===== config.mk =====
export PLATFORM = sky130hd
export DESIGN_NAME = rtc_input_cond
export DESIGN_NICKNAME = d
export VERILOG_FILES = /design/src/design/rtc_pkg.sv /design/src/design/rtc_input_cond.sv
export SDC_FILE = /design/constraint.sdc
export NUM_CORES = 1
export LEC_CHECK = 0
export BUFFER_PORTS_ARGS = -buffer_cell sky130_fd_sc_hd__clkbuf_2
export CORE_MARGIN = 1
export CORE_UTILIZATION = 55
export DETAILED_ROUTE_END_ITERATION = 10
export PLACE_DENSITY_LB_ADDON = 0.05
export SLEW_MARGIN = 20
export SYNTH_ARGS = -nofsm -noshare
export SYNTH_HDL_FRONTEND = slang
export SYNTH_SLANG_ARGS = --single-unit

===== constraint.sdc =====
create_clock -name clk -period 2.2 [get_ports clk]
set_input_delay 0.11 -clock clk [delete_from_list [all_inputs] [get_ports clk]]
set_output_delay 0.11 -clock clk [all_outputs]
set_load 0.02 [all_outputs]

===== src/design/rtc_pkg.sv =====
/*
 * Package of the receiver input conditioning block: register map,
 * field positions, reset values, setting codes and timing constants.
 * Assumes a single 50 MHz clock and a plain register port.
 */
`default_nettype none
package rtc_pkg;

    // ==================================================
    // Clock and timing
    localparam int unsigned CLK_FREQ_HZ = 50_000_000;
    localparam int unsigned MEAS_WINDOW_MS = 1000;
    localparam int unsigned MEAS_WINDOW_CYC = (CLK_FREQ_HZ / 1000) * MEAS_WINDOW_MS;
    localparam int CNT_W = 26;

    // ==================================================
    // Register port
    localparam int ADDR_W = 8;
    localparam int DATA_W = 32;
    localparam logic [ADDR_W-1:0] ADDR_CTRL = 8'h00;
    localparam logic [ADDR_W-1:0] ADDR_BUTTON = 8'h04;
    localparam logic [ADDR_W-1:0] ADDR_SETTING = 8'h08;
    localparam logic [ADDR_W-1:0] ADDR_STATUS = 8'h0C;

    // Control fields
    localparam int CTRL_MODE_LSB = 0;
    localparam int CTRL_PWRINV_BIT = 2;
    localparam logic [1:0] LED_MODE_MAX = 2'h2;
    localparam logic [1:0] LED_MODE_UNTIL_SYNC = 2'h0;
    localparam logic [1:0] LED_MODE_UNSYNCED = 2'h1;
    localparam logic [1:0] LED_MODE_ALWAYS = 2'h2;
    localparam logic [1:0] LED_MODE_RESET = 2'h0;
    localparam logic PWRINV_RESET = 1'b0;

    // Button command fields
    localparam int BTN_PLUS_PULL_BIT = 0;
    localparam int BTN_MINUS_PULL_BIT = 1;
    localparam int BTN_PLUS_INV_BIT = 2;
    localparam int BTN_MINUS_INV_BIT = 3;

    // Setting readback fields
    localparam int SET_PULL_LSB = 0;
    localparam int SET_INV_LSB = 4;

    // Decision of the pull-up while in automatic choice
    localparam logic AUTO_PULLUP_EN = 1'b1;

    // ==================================================
    // Types
    typedef enum logic [2:0] {
        RTC_SEL_AUTO = 3'b001,
        RTC_SEL_ON = 3'b010,
        RTC_SEL_OFF = 3'b100
    } rtc_sel_t;

    typedef struct packed {
        logic rxData;
        logic ledOn;
        logic pullUpEn;
        logic effInvert;
        logic autoInvert;
        logic everSynced;
    } rtc_status_t;

    typedef struct packed {
        logic [1:0] ledMode;
        logic powerInvert;
        rtc_sel_t pullSel;
        rtc_sel_t invSel;
        logic everSynced;
        logic autoInvert;
        logic [CNT_W-1:0] winCnt;
        logic [CNT_W-1:0] highCnt;
        rtc_status_t status;
        logic rxPower;
        logic [DATA_W-1:0] rdata;
    } rtc_state_t;

endpackage : rtc_pkg

`default_nettype wire


===== src/design/rtc_input_cond.sv =====
/*
 * Input conditioning and indication for a long-wave time-signal
 * receiver: indicator LED gating, input pull-up choice, input polarity
 * choice with automatic detection, and receiver power pin polarity.
 * Assumes all inputs synchronous to clk and a master that issues
 * one-cycle strobes and takes read data in the following cycle.
 */
// Summary of operation
// - LED mode register holds values zero to two only.
// - Mode zero: LED mirrors pulses only until first synchronisation.
// - Mode one: LED mirrors pulses while clock is not synchronised.
// - Mode two: LED always mirrors pulses, synchronised flag ignored.
// - LED mirrors only during an active reception attempt.
// - Pull-up choice resets to automatic; device decides the pull-up.
// - Forced on enables the pull-up; forced off disables it.
// - Plus selects automatic; minus forces and toggles on and off.
// - Inversion choice resets to automatic; device decides polarity.
// - Forced on inverts the input; forced off passes it unchanged.
// - Power pin inverted: low powers receiver, high switches off.
// - Power pin normal: high powers receiver, low switches off.
`timescale 1ns/1ps
`default_nettype none

module rtc_input_cond
    import rtc_pkg::*;
#(
    parameter int unsigned WINDOW_CYC = MEAS_WINDOW_CYC
) (
    input wire logic clk,
    input wire logic rst_n,
    input wire logic [ADDR_W-1:0] regAddr,
    input wire logic [DATA_W-1:0] regWdata,
    input wire logic regWr,
    input wire logic regRd,
    output logic [DATA_W-1:0] regRdata,
    input wire logic rxIn,
    input wire logic receiving,
    input wire logic synced,
    input wire logic powerReq,
    output logic rxData,
    output logic ledOut,
    output logic pullUpEn,
    output logic rxPowerOut,
    output rtc_status_t status
);

    // ==================================================
    // Helpers
    function automatic rtc_sel_t selPlus(input rtc_sel_t cur);
        selPlus = RTC_SEL_AUTO;
    endfunction

    function automatic rtc_sel_t selMinus(input rtc_sel_t cur);
        selMinus = (cur == RTC_SEL_ON) ? RTC_SEL_OFF : RTC_SEL_ON;
    endfunction

    function automatic logic selApply(input rtc_sel_t sel, input logic autoVal);
        unique case (sel)
            RTC_SEL_AUTO: selApply = autoVal;
            RTC_SEL_ON: selApply = 1'b1;
            RTC_SEL_OFF: selApply = 1'b0;
            default: selApply = autoVal;
        endcase
    endfunction

    localparam logic [CNT_W-1:0] WIN_LAST = CNT_W'(WINDOW_CYC - 1);
    localparam logic [CNT_W-1:0] WIN_HALF = CNT_W'(WINDOW_CYC / 2);

    // ==================================================
    // State
    rtc_state_t state_reg;
    rtc_state_t state_next;

    logic effInv;
    logic pullEff;
    logic condIn;
    logic ledGate;
    logic winEnd;
    logic writeCtrl;
    logic writeBtn;

    always_comb begin
        effInv = selApply(state_reg.invSel, state_reg.autoInvert);
        pullEff = selApply(state_reg.pullSel, AUTO_PULLUP_EN);
        condIn = rxIn ^ effInv;
        unique case (state_reg.ledMode)
            LED_MODE_UNTIL_SYNC: ledGate = !state_reg.everSynced;
            LED_MODE_UNSYNCED: ledGate = !synced;
            LED_MODE_ALWAYS: ledGate = 1'b1;
            default: ledGate = 1'b0;
        endcase
        winEnd = (state_reg.winCnt == WIN_LAST);
        writeCtrl = regWr && (regAddr == ADDR_CTRL);
        writeBtn = regWr && (regAddr == ADDR_BUTTON);
    end

    always_comb begin
        state_next = state_reg;

        // Control register
        if (writeCtrl) begin
            if (regWdata[CTRL_MODE_LSB +: 2] <= LED_MODE_MAX) begin
                state_next.ledMode = regWdata[CTRL_MODE_LSB +: 2];
            end
            state_next.powerInvert = regWdata[CTRL_PWRINV_BIT];
        end

        // Button commands
        if (writeBtn) begin
            if (regWdata[BTN_PLUS_PULL_BIT]) begin
                state_next.pullSel = selPlus(state_reg.pullSel);
            end else if (regWdata[BTN_MINUS_PULL_BIT]) begin
                state_next.pullSel = selMinus(state_reg.pullSel);
            end
            if (regWdata[BTN_PLUS_INV_BIT]) begin
                state_next.invSel = selPlus(state_reg.invSel);
            end else if (regWdata[BTN_MINUS_INV_BIT]) begin
                state_next.invSel = selMinus(state_reg.invSel);
            end
        end

        // First synchronisation is remembered until reset
        if (synced) begin
            state_next.everSynced = 1'b1;
        end

        // Polarity detection over one-second windows of reception
        if (receiving) begin
            if (winEnd) begin
                state_next.winCnt = '0;
                state_next.highCnt = '0;
                state_next.autoInvert = (state_reg.highCnt > WIN_HALF);
            end else begin
                state_next.winCnt = state_reg.winCnt + CNT_W'(1);
                if (rxIn) begin
                    state_next.highCnt = state_reg.highCnt + CNT_W'(1);
                end
            end
        end else begin
            state_next.winCnt = '0;
            state_next.highCnt = '0;
        end

        // Receiver power pin
        state_next.rxPower = powerReq ^ state_reg.powerInvert;

        // Conditioned outputs
        state_next.status.rxData = condIn;
        state_next.status.ledOn = receiving && ledGate && condIn;
        state_next.status.pullUpEn = pullEff;
        state_next.status.effInvert = effInv;
        state_next.status.autoInvert = state_reg.autoInvert;
        state_next.status.everSynced = state_reg.everSynced;

        // Read data, valid only in the cycle after the strobe
        state_next.rdata = '0;
        if (regRd) begin
            unique case (regAddr)
                ADDR_CTRL: begin
                    state_next.rdata[CTRL_MODE_LSB +: 2] = state_reg.ledMode;
                    state_next.rdata[CTRL_PWRINV_BIT] = state_reg.powerInvert;
                end
                ADDR_SETTING: begin
                    state_next.rdata[SET_PULL_LSB +: 3] = state_reg.pullSel;
                    state_next.rdata[SET_INV_LSB +: 3] = state_reg.invSel;
                end
                ADDR_STATUS: begin
                    state_next.rdata[$bits(rtc_status_t)-1:0] = state_reg.status;
                end
                default: state_next.rdata = '0;
            endcase
        end
    end

    always_ff @(posedge clk or negedge rst_n) begin
        if (!rst_n) begin
            state_reg.ledMode <= LED_MODE_RESET;
            state_reg.powerInvert <= PWRINV_RESET;
            state_reg.pullSel <= RTC_SEL_AUTO;
            state_reg.invSel <= RTC_SEL_AUTO;
            state_reg.everSynced <= 1'b0;
            state_reg.autoInvert <= 1'b0;
            state_reg.winCnt <= '0;
            state_reg.highCnt <= '0;
            state_reg.status <= '0;
            state_reg.rxPower <= PWRINV_RESET;
            state_reg.rdata <= '0;
        end else begin
            state_reg <= state_next;
        end
    end

    // ==================================================
    // Outputs
    assign regRdata = state_reg.rdata;
    assign rxData = state_reg.status.rxData;
    assign ledOut = state_reg.status.ledOn;
    assign pullUpEn = state_reg.status.pullUpEn;
    assign rxPowerOut = state_reg.rxPower;
    assign status = state_reg.status;

endmodule // rtc_input_cond

`default_nettype wire


Yosys cells after proc, flatten, opt, wreduce, memory -nomap -nowiden:

Cells that the tools add are included.

* add/subtract/negate cells: 2
* magnitude comparators: 2
* eq/ne operators: 11
* muxes and demuxes: 17
* bitwise gates (word level): 2
* reduce and logical (&&, ||, !) cells: 14

Operators with widths (number)
* 52-bit two-way mux: 2
* 26-bit by 1-bit adder with 26-bit output, second input constant: 2
* 26-bit == test, second input constant: 1
* 26-bit by 25-bit greater-than comparator with 1-bit output, second input constant: 1
* 26-bit two-way mux: 1
* 3-bit two-way mux: 6
* 8-bit by 4-bit == test with 1-bit output, second input constant: 2
* 3-bit case mux with 3 select lines: 1
* 8-bit by 3-bit == test with 1-bit output, second input constant: 1
* 8-bit logical NOT: 1
* 2-bit AND reduction: 4
* 7-bit two-way mux: 1
* 3-bit by 2-bit == test with 1-bit output, second input constant: 2
* 3-bit == test, second input constant: 2
* 1-bit logical AND: 4
* 2-bit case mux with 2 select lines: 1
* 2-bit nonzero test: 2
* 1-bit two-way mux: 3
* 3-bit by 2-bit inequality test with 1-bit output, second input constant: 1
* 1-bit case mux with 3 select lines: 1
* 2-bit by 1-bit == test with 1-bit output, second input constant: 1
* 2-bit == test, second input constant: 1
* 2-bit <= comparator, second input constant: 1
* 1-bit logical NOT: 2
* other kinds (3): 4

* register bits after elaboration: 102
* input port bits: 48
* output and inout bits: 42

Depth between registers and ports, before layout:

Gate-level depths: netlist of run 1.

* word-level depth: 4
* gate-level depth with buffers: 9
* mapped depth without buffers: 6

Least setup slack after synthesis of run 1:

Ideal clock, no wire load.

* path type: register to register
* start point: register state_reg[65] in the netlist's numbering
* end point: register state_reg[61] in the netlist's numbering
* setup time: 0.078 ns
* arrival time: 1.894 ns
* data required time: 2.122 ns
* setup slack: 0.228 ns
* cell stages (with the launch flop): 9
* cell sequence: dfrtp_1 -> ha_1 -> and4_1 -> clkbuf_2 -> and4_1 -> a21oi_2 -> clkbuf_2 -> or4_1 -> a21oi_1

* word-level cells in the longest chain between the ends: 3

Ends and longest elaborated chain
* from (decl): RTL line rtc_input_cond.sv:71 `rtc_state_t state_reg;`
* from (signal assigned): RTL line rtc_input_cond.sv:189 `state_reg <= state_next;`
* 26-bit == test (*): RTL line rtc_input_cond.sv:92 `winEnd = (state_reg.winCnt == WIN_LAST);`
* 52-bit two-way mux: RTL line rtc_input_cond.sv:129 `if (winEnd) begin`
* 52-bit two-way mux: RTL line rtc_input_cond.sv:128 `if (receiving) begin`

Mark *: on every way between the ends. The rest lies on a longest branch, timed or not.
A chain may end at the register's enable or synchronous reset.

Worst setup path after layout of run 1:

* start point: register state_reg[43] in the netlist's numbering
* end point: register state_reg[52] in the netlist's numbering

* word-level cells in the longest chain between the ends: 4

Ends and longest elaborated chain
* 26-bit by 1-bit adder with 26-bit output: RTL line rtc_input_cond.sv:136 `state_next.highCnt = state_reg.highCnt + CNT_W'(1);`
* 26-bit two-way mux: RTL line rtc_input_cond.sv:135 `if (rxIn) begin`
* 52-bit two-way mux: RTL line rtc_input_cond.sv:129
* 52-bit two-way mux: RTL line rtc_input_cond.sv:128

No other way between the ends. The select of a mux whose other input is x is not followed.

==> results of run 1 <==
[metrics by stage]
step | power, W | instance area [sq um] | worst slack (ns) | hold slack (ns) | util [%]
2_1_floorplan | 0.00164 | 4240 | 0.228 | -0.186 | -
3_3_place_gp | 0.00168 | 4290 | 0.0716 | 0.121 | 59.2
3_5_place_dp | 0.00169 | 4290 | 0.0425 | 0.121 | 59.2
4_1_cts | 0.00301 | 4580 | 0.0484 | 0.0255 | 63.1
5_1_grt | 0.00311 | 4590 | 0.00775 | 0.0333 | 63.3
6_report | 0.00298 | 4590 | 0.135 | 0.0358 | 63.3
[Yosys cell counts, types with 6 or more instances]
cell / instances / area share (%)
xnor2_1: 24 / 5.1
and3_1: 10 / 1.5
or4_1: 9 / 1.6
nor3_1: 10 / 1.2
xor2_1: 14 / 3.0
buf_4: 39 / 7.1
dfrtp_1: 75 / 45
nand3_1: 18 / 2.2
and2_1: 6 / 0.91
nand4_1: 11 / 1.7
inv_1: 15 / 1.4
o31ai_1: 7 / 1.3
o21ai_0: 11 / 1.3
a21oi_1: 20 / 2.4
nor2_1: 53 / 4.8
nand2_1: 32 / 2.9
and4_1: 6 / 1.3
[cells by family (layout without fill, tap and decap cells)]
logic type / after synthesis / after routing
fa+ha+maj: 3 / 3
compound gates: 53 / 53
mux: 7 / 7
other cells: 1 / 25
flops: 77 / 77
buf+inv: 66 / 80
simple gates: 187 / 187
xor+xnor: 38 / 38
[cell type report]
class | instances | area, sq um
fill | 622 | 2660
sequential | 77 | 1930
multi-input combinational | 313 | 1920
timing repair buffer | 49 | 313
clock buffer | 12 | 155
tap | 99 | 124
clock inverter | 4 | 95.1
inverter | 15 | 56.3
[layer usage]
layer | vias up | track usage [%] | part of all wire, %
met5 | - | 0 | 0
met4 | 0 | 6.01 | 0.72
met3 | 5 | 5.88 | 3.6
met2 | 58 | 34.7 | 47
met1 | 1479 | 27.9 | 49
li1 | 1497 | - | -
[worst max-delay path, delay by kind of cell (launching register included)]
kind            cells  cell delay, ns
simple gates        3            1.19
flops               1            0.48
buf+inv             1            0.16
compound gates      1            0.16
[timing repair]
action                                 4_1_cts  5_1_grt
pin swaps                                    0        0
endpoints found under the hold margin       40        0
setup endpoints to repair                    1       10
hold buffers                                 3        0
gates resized for setup                      1        2
[power breakdown]
group          switching, W  total (W)  leakage, nW  internal, W
Clock              0.000506    0.00132        0.127     0.000815
Sequential        0.0000198    0.00145         1.04      0.00143
Combinational      0.000142   0.000205        0.910    0.0000621
Total              0.000668    0.00298         2.08      0.00231
[final timing paths]
kind,end,slack (ns),depth (start not counted)
min in group asynchronous,state_reg[83],0.26,2
max reg2reg,state_reg[52],0.13,5
max,state_reg[52],0.13,5
min reg2reg,status[0],0.40,0
min,regRdata[2],0.04,3
max in group asynchronous,state_reg[96],1.28,3
==> results_dict.tcl, run 1 <==
set metrics [dict create \
    crit_start "state_reg[43]" \
    wirelength_mm 7.68 \
    finalSetupTns_ns 0 \
    crit_path_end_kind "flop" \
    grt_max_degree 40 \
    rsz0062_at_grt "no" \
    grt_pass1_vias 2798 \
    grt_util_all_layers_pct 21.3 \
    clock.fmax_mhz 484 \
    synth_compound_area_share_pct 8.00 \
    tightest_slew_ns 0.509 \
    relSlewSlack_pct 66.1 \
    grt_pass1_wl_mm 12.7 \
    maxCapViolations 0 \
    syn2layout_area_growth_pct 10.7 \
    cts_buffers 9 \
    outcome "completed" \
    syn_inst 432 \
    hold_viol 0 \
    die_x_microns 88.8 \
    ys_seq_area_share_pct 46.5 \
    worst_ir_drop_vdd_mv 0.515 \
    synth_xor_area_share_pct 8.03 \
    crit_chain "nand4_4 -> nor4_4 -> inv_1 -> or4_1 -> a21oi_1" \
    core_area_sq_mm 0.00725 \
    clock-root-buffer "clkbuf_8" \
    clkTransAtPathRegs_ns 0.08 \
    clk_latency_ns 0.35 \
    crit_fanout 6 \
    fin_worst_skew_ns 0.0119 \
    overflow 0 \
    synthAdderAreaFrac_pct 0.906 \
    cts_tree "done" \
    hpwl_mm 5.41 \
    fin_nets 516 \
    r2r-start "state_reg[43]" \
    syn_area_sq_mm 0.00415 \
    synth-simple-area-share_pct 24.5 \
    synth-edff-count 0 \
    initial_core_util_pct 57.2 \
    p_per_area_mw_per_mm2 649 \
    yosys_warnings 0 \
    cts.path.max_buffers 2 \
    cts_sinks 77 \
    final_common_cell "dfrtp_1" \
    power_leakage_nw 2.08 \
    placementRows 31 \
    drive_gt1_share_pct 17.2 \
    diodes 0 \
    wl_per_cell_microns 13.5 \
    vias 3039 \
    hold_path.class "in2reg" \
    path_class "reg2reg" \
    cpMaxStageDelayCell "nor4_4" \
    ant_nets 0 \
    cp.required_ns 2.47 \
    post-route-drc-count 0 \
    final_cell_mix "dfrtp_1 (75), nor2_1 (53), clkbuf_2 (35), nand2_1 (32), conb_1 (25)" \
    ys_ff_latch 77 \
    finalCriticalPeriod_ns 2.07 \
    hold_path.startpoint "regRd" \
    synth_top_family_by_area "simple AND/OR/NAND/NOR gates" \
    synth.mux.area_fraction_pct 1.81 \
    largest_register_ffs 61 \
    ys_types 50 \
    htreeDepth 3 \
    ys.flop_type "dfrtp_1" \
    drtIter0Drc 120 \
    gp_congestion 0.767 \
    post_cts_buffers 0 \
    finalCritPeriodShare_pct 93.9 \
    worstPathArrival_ns 2.33 \
    first_pass_iters 4 \
    die_h_microns 88.8 \
    slew_violations 0 \
    startpoint_type "flop" \
    antenna_found_initial 0 \
    async_reset_ff_share_pct 100 \
    syn_area_per_cell_sq_um 9.60 \
    final_cells 569 \
    ios 90 \
    via_per_inst 5.34 \
    die_area_sq_mm 0.00789 \
    portBuffers 36 \
    finalSetupViolCount 0 \
    dpl.cell_count 550 \
    crit_path_max_incr_delay_ns 0.51 \
]
(Power assumes the default switching activity.)
==> inputs of run 2 (changes only) <==
--- a/config.mk
+++ b/config.mk
@@ -7,7 +7,7 @@
 export LEC_CHECK = 0
 export BUFFER_PORTS_ARGS = -buffer_cell sky130_fd_sc_hd__clkbuf_2
 export CORE_MARGIN = 1
-export CORE_UTILIZATION = 55
+export CORE_UTILIZATION = 59
 export DETAILED_ROUTE_END_ITERATION = 10
 export PLACE_DENSITY_LB_ADDON = 0.05
 export SLEW_MARGIN = 20
==> constraint.sdc (replaced) <==
create_clock -name clk -period 2.4 [get_ports clk]
set_input_delay 0.12 -clock clk [delete_from_list [all_inputs] [get_ports clk]]
set_output_delay 0.12 -clock clk [all_outputs]
set_load 0.02 [all_outputs]
==> results_dict.tcl, run 2 (same netlist as run 1, synthesis figures left out) <==
set metrics [dict create \
    finalSetupViolCount 0 \
    ios 90 \
    p_per_area_mw_per_mm2 558 \
    power_switching_w 0.000598 \
    overflow 0 \
    syn2layout_area_growth_pct 7.79 \
    vias 3000 \
    relSlewSlack_pct 35.4 \
    p_clk_share_pct 39.3 \
    worstPathArrival_ns 2.40 \
    finalSetupTns_ns 0 \
    wirelength_mm 7.53 \
    finalCritPeriodShare_pct 88.4 \
    clock-root-buffer "clkbuf_8" \
    crit_fanout 20 \
    worst_slack_ns 0.278 \
    final_cell_mix "dfrtp_1 (75), nor2_1 (53), clkbuf_2 (35), nand2_1 (32), conb_1 (25)" \
    die_h_microns 85.8 \
    placementRows 30 \
    die_area_sq_mm 0.00737 \
    combPwrFrac_pct 7.3 \
    drtIter0Drc 139 \
    p_int_w 0.00190 \
    worst_ir_drop_vdd_mv 0.305 \
    antenna_found_initial 0 \
    final_common_cell "dfrtp_1" \
    startpoint_type "flop" \
    fillerInstances 553 \
    fin_nets 513 \
    first_pass_iters 4 \
    die_x_microns 85.8 \
    cts_buffers 9 \
    cts_sinks 77 \
    htreeDepth 3 \
    post_cts_buffers 0 \
    grt_max_degree 78 \
    gp_congestion 0.782 \
    cts_tree "done" \
    wl_per_cell_microns 13.4 \
    grt_pass1_vias 2823 \
    postPlaceCellArea_sq_mm 0.00424 \
    largest_register_ffs 61 \
    min_to "state_reg[96]" \
    hold_viol 0 \
    report.power.total_w 0.00249 \
    core_area_sq_mm 0.00679 \
    initial_core_util_pct 61.0 \
    fin_worst_skew_ns 0.00858 \
    hold_depth 2 \
    hold_path.class "in2reg" \
    ant_nets 0 \
    cts.path.max_buffers 2 \
    path_class "reg2reg" \
    crit-reg2reg-capture "state_reg[61]" \
    diodes 0 \
    holdWs_ns 0.0405 \
    slew_violations 0 \
    portBuffers 36 \
    clock.fmax_mhz 471 \
    via_per_inst 5.34 \
    post-route-drc-count 0 \
    outcome "completed" \
    cp.required_ns 2.67 \
    tightest_slew_ns 0.969 \
    crit_path_end_kind "flop" \
    maxCapViolations 0 \
    r2r-start "state_reg[81]" \
    clk_latency_ns 0.34 \
    hold_path.startpoint "regWdata[0]" \
    fin_area_sq_mm 0.00447 \
    clkTransAtPathRegs_ns 0.08 \
    drive_gt1_share_pct 16.3 \
    grt_pass1_wl_mm 12.8 \
    pwr-share-seq_pct 53.5 \
    p_sw_share_pct 24.0 \
    rsz0062_at_grt "no" \
    hpwl_mm 5.19 \
    rrSetupSlack_ns 0.28 \
    power_leakage_nw 2.02 \
    grt_util_all_layers_pct 22.5 \
    reg2reg_depth 6 \
    finalCriticalPeriod_ns 2.12 \
    place_ws_ns 0.280 \
]
==> run 2: final cells by class <==
cell class	count	area (sq um)	share of cell area (%)
clock inverters	4	47.5	1.06
inverters	15	56.3	1.26
multi-input cells	313	1900	42.5
flip-flops and latches	77	1930	43.2
repair buffers	46	265	5.94
well taps	96	120	2.69
clock buffers	11	151	3.39
==> run 2: layer usage <==
metal / vias to the layer above / part of all wire [%] / GRT usage, % / wire, microns
met5: - / 0 / 0 / 0
met4: 0 / 0.78 / 6.67 / 59
met3: 5 / 4.2 / 6.74 / 314
met2: 72 / 47 / 36.9 / 3560
met1: 1430 / 48 / 28.9 / 3590
li1: 1493 / - / - / -
==> run 2: worst max-delay path, stage by stage, from the launching register on <==
cell     delay [ns]
dfrtp_1        0.44
nor4b_1        0.39
and4_1         0.29
a21oi_2        0.06
buf_4          0.19
or4_1          0.52
a21oi_1        0.15
==> run 2: how the worst max path moves through the flow <==
stage,startpoint,end,slack (ns),cells past startpoint
floorplan,state_reg[65],state_reg[61],0.43,8
global placement,state_reg[81],state_reg[59],0.32,6
detailed placement,state_reg[81],state_reg[61],0.28,6
CTS,state_reg[81],state_reg[61],0.26,6
global route,state_reg[81],state_reg[59],0.15,6
finish,state_reg[81],state_reg[61],0.28,6
==> run 2: timing repair <==
item | in CTS | in global routing
resized for setup | 0 | 0
hold buffers | 3 | 0
hold endpoints to repair | 77 | 0
==> run 2: power by group through the flow <==
stage,combinational [W],sequential [W],clock [W]
finish,0.000181,0.00133,0.000979
global route,0.000204,0.00134,0.00107
CTS,0.000184,0.00133,0.00101
detailed placement,0.000179,0.00136,0
global placement,0.000177,0.00136,0
floorplan,0.000142,0.00136,0
==> run 2: metrics by stage <==
stage / util [%] / cells
2_1_floorplan: - / 456
3_3_place_gp: 62.4 / 544
3_5_place_dp: 62.4 / 544
5_1_grt: 65.8 / 562
6_report: 65.8 / 562
4_1_cts: 65.8 / 562
==> inputs of run 3 (changes only) <==
--- a/config.mk
+++ b/config.mk
@@ -6,11 +6,13 @@
 export NUM_CORES = 1
 export LEC_CHECK = 0
 export BUFFER_PORTS_ARGS = -buffer_cell sky130_fd_sc_hd__clkbuf_2
+export CELL_PAD_IN_SITES_DETAIL_PLACEMENT = 0
+export CELL_PAD_IN_SITES_GLOBAL_PLACEMENT = 2
 export CORE_MARGIN = 1
-export CORE_UTILIZATION = 59
+export CORE_UTILIZATION = 30
 export DETAILED_ROUTE_END_ITERATION = 10
 export PLACE_DENSITY_LB_ADDON = 0.05
-export SLEW_MARGIN = 20
+export SLEW_MARGIN = 5
 export SYNTH_ARGS = -nofsm -noshare
 export SYNTH_HDL_FRONTEND = slang
 export SYNTH_SLANG_ARGS = --single-unit
==> constraint.sdc (replaced) <==
create_clock -name clk -period 1.7 [get_ports clk]
set_input_delay 0.085 -clock clk [delete_from_list [all_inputs] [get_ports clk]]
set_output_delay 0.085 -clock clk [all_outputs]
set_load 0.02 [all_outputs]
==> results_dict.tcl, run 3 (same netlist as run 1, synthesis figures left out) <==
set metrics [dict create \
    crit_fanout 5 \
    first_pass_iters 4 \
    power_leakage_nw 2.47 \
    cts_tree "done" \
    grt_pass1_vias 3260 \
    ios 90 \
    hpwl_mm 7.21 \
    hold_viol 0 \
    final_cell_mix "dfrtp_1 (74), buf_4 (69), nor2_1 (47), clkbuf_2 (35), nand2_1 (30)" \
    holdWs_ns 0.0219 \
    drive_gt1_share_pct 33.0 \
    clock.fmax_mhz 549 \
    die_h_microns 120 \
    gp_congestion 0.760 \
    cts.path.max_buffers 2 \
    initial_core_util_pct 31.1 \
    worstPathArrival_ns 2.09 \
    die_area_sq_mm 0.0143 \
    postPlaceCellArea_sq_mm 0.00482 \
    clk_latency_ns 0.34 \
    cts_buffers 9 \
    crit_path_end_kind "flop" \
    finalSetupViolCount 50 \
    clock-root-buffer "clkbuf_16" \
    rsz0062_at_grt "yes" \
    clkTransAtPathRegs_ns 0.06 \
    largest_register_ffs 61 \
    antenna_found_initial 0 \
    syn2layout_area_growth_pct 29.9 \
    ant_nets 0 \
    placementRows 42 \
    met1_length_mm 4.98 \
    diodes 0 \
    grt_max_degree 33 \
    vias 3281 \
    wirelength_mm 10.1 \
    p_per_area_mw_per_mm2 765 \
    outcome "finished, violations left" \
    fin_worst_skew_ns 0.00587 \
    worst_ir_drop_vdd_mv 0.413 \
    portBuffers 36 \
    fin_area_sq_mm 0.00539 \
    htreeDepth 3 \
    post-route-drc-count 0 \
    finalCritPeriodShare_pct 107 \
    maxCapViolations 0 \
    cts_sinks 77 \
    violations "setup timing" \
    path_class "reg2reg" \
    final_common_cell "dfrtp_1" \
    overflow 0 \
    dpl.cell_count 685 \
    fin_nets 583 \
    topRoutingLayerUsed "met4" \
    report.power.total_w 0.00412 \
    grt_pass1_wl_mm 16.6 \
    wl_per_cell_microns 14.2 \
    worst_slack_ns -0.120 \
    wl_met2_mm 4.59 \
    finalCriticalPeriod_ns 1.82 \
    via_per_inst 4.60 \
    grt_util_all_layers_pct 15.3 \
    drtIter0Drc 102 \
    die_x_microns 120 \
    wl_met3_microns 426 \
    slew_violations 0 \
    finalSetupTns_ns -4.11 \
    final_cells 713 \
    startpoint_type "flop" \
    fillerInstances 1361 \
    core_area_sq_mm 0.0133 \
    cp.required_ns 1.97 \
    hold_path.class "in2reg" \
]
run 3: cell count changes in the layout (fill, tap and decap cells not counted), sizes merged:
cell / delta
a21oi: +1
clkinvlp: -1
buf: +68
clkinv: +2
dlygate4sd3: +1
run 3: through the flow:
stage                     setup slack, ns  utilization [%]
after floorplan                    -0.197                -
after global placement             -0.281             36.1
after detailed placement           -0.353             36.1
after CTS                          -0.123             39.8
after global routing               -0.212             40.3
final                              -0.120             40.3
run 3: final cells by class:
type / count / area (sq um) / share of cell area, %
Inverter: 15 / 56.3 / 1.05
Sequential cell: 77 / 1930 / 35.9
Timing Repair Buffer: 115 / 837 / 15.5
Clock buffer: 11 / 243 / 4.51
Tap cell: 176 / 220 / 4.09
Clock inverter: 5 / 50.0 / 0.929
Multi-Input combinational cell: 314 / 2050 / 38.0
run 3: worst max-delay path, cell delays in order, from the launching register on:
cell and delay [ns]:
dfrtp_1 0.39, nand4_4 0.16, nor4_4 0.31, buf_6 0.17
nand2_4 0.07, or4_4 0.51, a21oi_2 0.13
run 3: worst paths after layout:
path                                start            end  slack [ns]  depth (start not counted)
max                         state_reg[46]  state_reg[60]       -0.12                          6
min                                 regRd    regRdata[0]        0.02                          3
max reg2reg                 state_reg[46]  state_reg[60]       -0.12                          6
min reg2reg                state_next[33]      status[0]        0.40                          0
max in group asynchronous           rst_n  state_reg[93]        0.86                          3
min in group asynchronous           rst_n  state_reg[88]        0.24                          2
run 3: repair_timing:
item | 4_1_cts | 5_1_grt
gates resized for setup | 25 | 22
endpoints found under the hold margin | 32 | 0
pin swaps | 18 | 6
setup buffers | 8 | 0
endpoints found under the setup margin | 50 | 51
cloned | 1 | 0
hold buffers | 4 | 0
run 3: per-layer routing:
layer	track usage, %	up-vias
met3	5.04	12
met1	20.7	1569
met5	0	-
li1	-	1636
met2	23.2	64
met4	3.98	0
run 3: power breakdown:
| part | internal (W) | total [W] | switching, W |
|---|---|---|---|
| registers | 0.00186 | 0.00189 | 0.0000249 |
| clock network | 0.00117 | 0.00192 | 0.000756 |
| logic | 0.000107 | 0.000314 | 0.000207 |
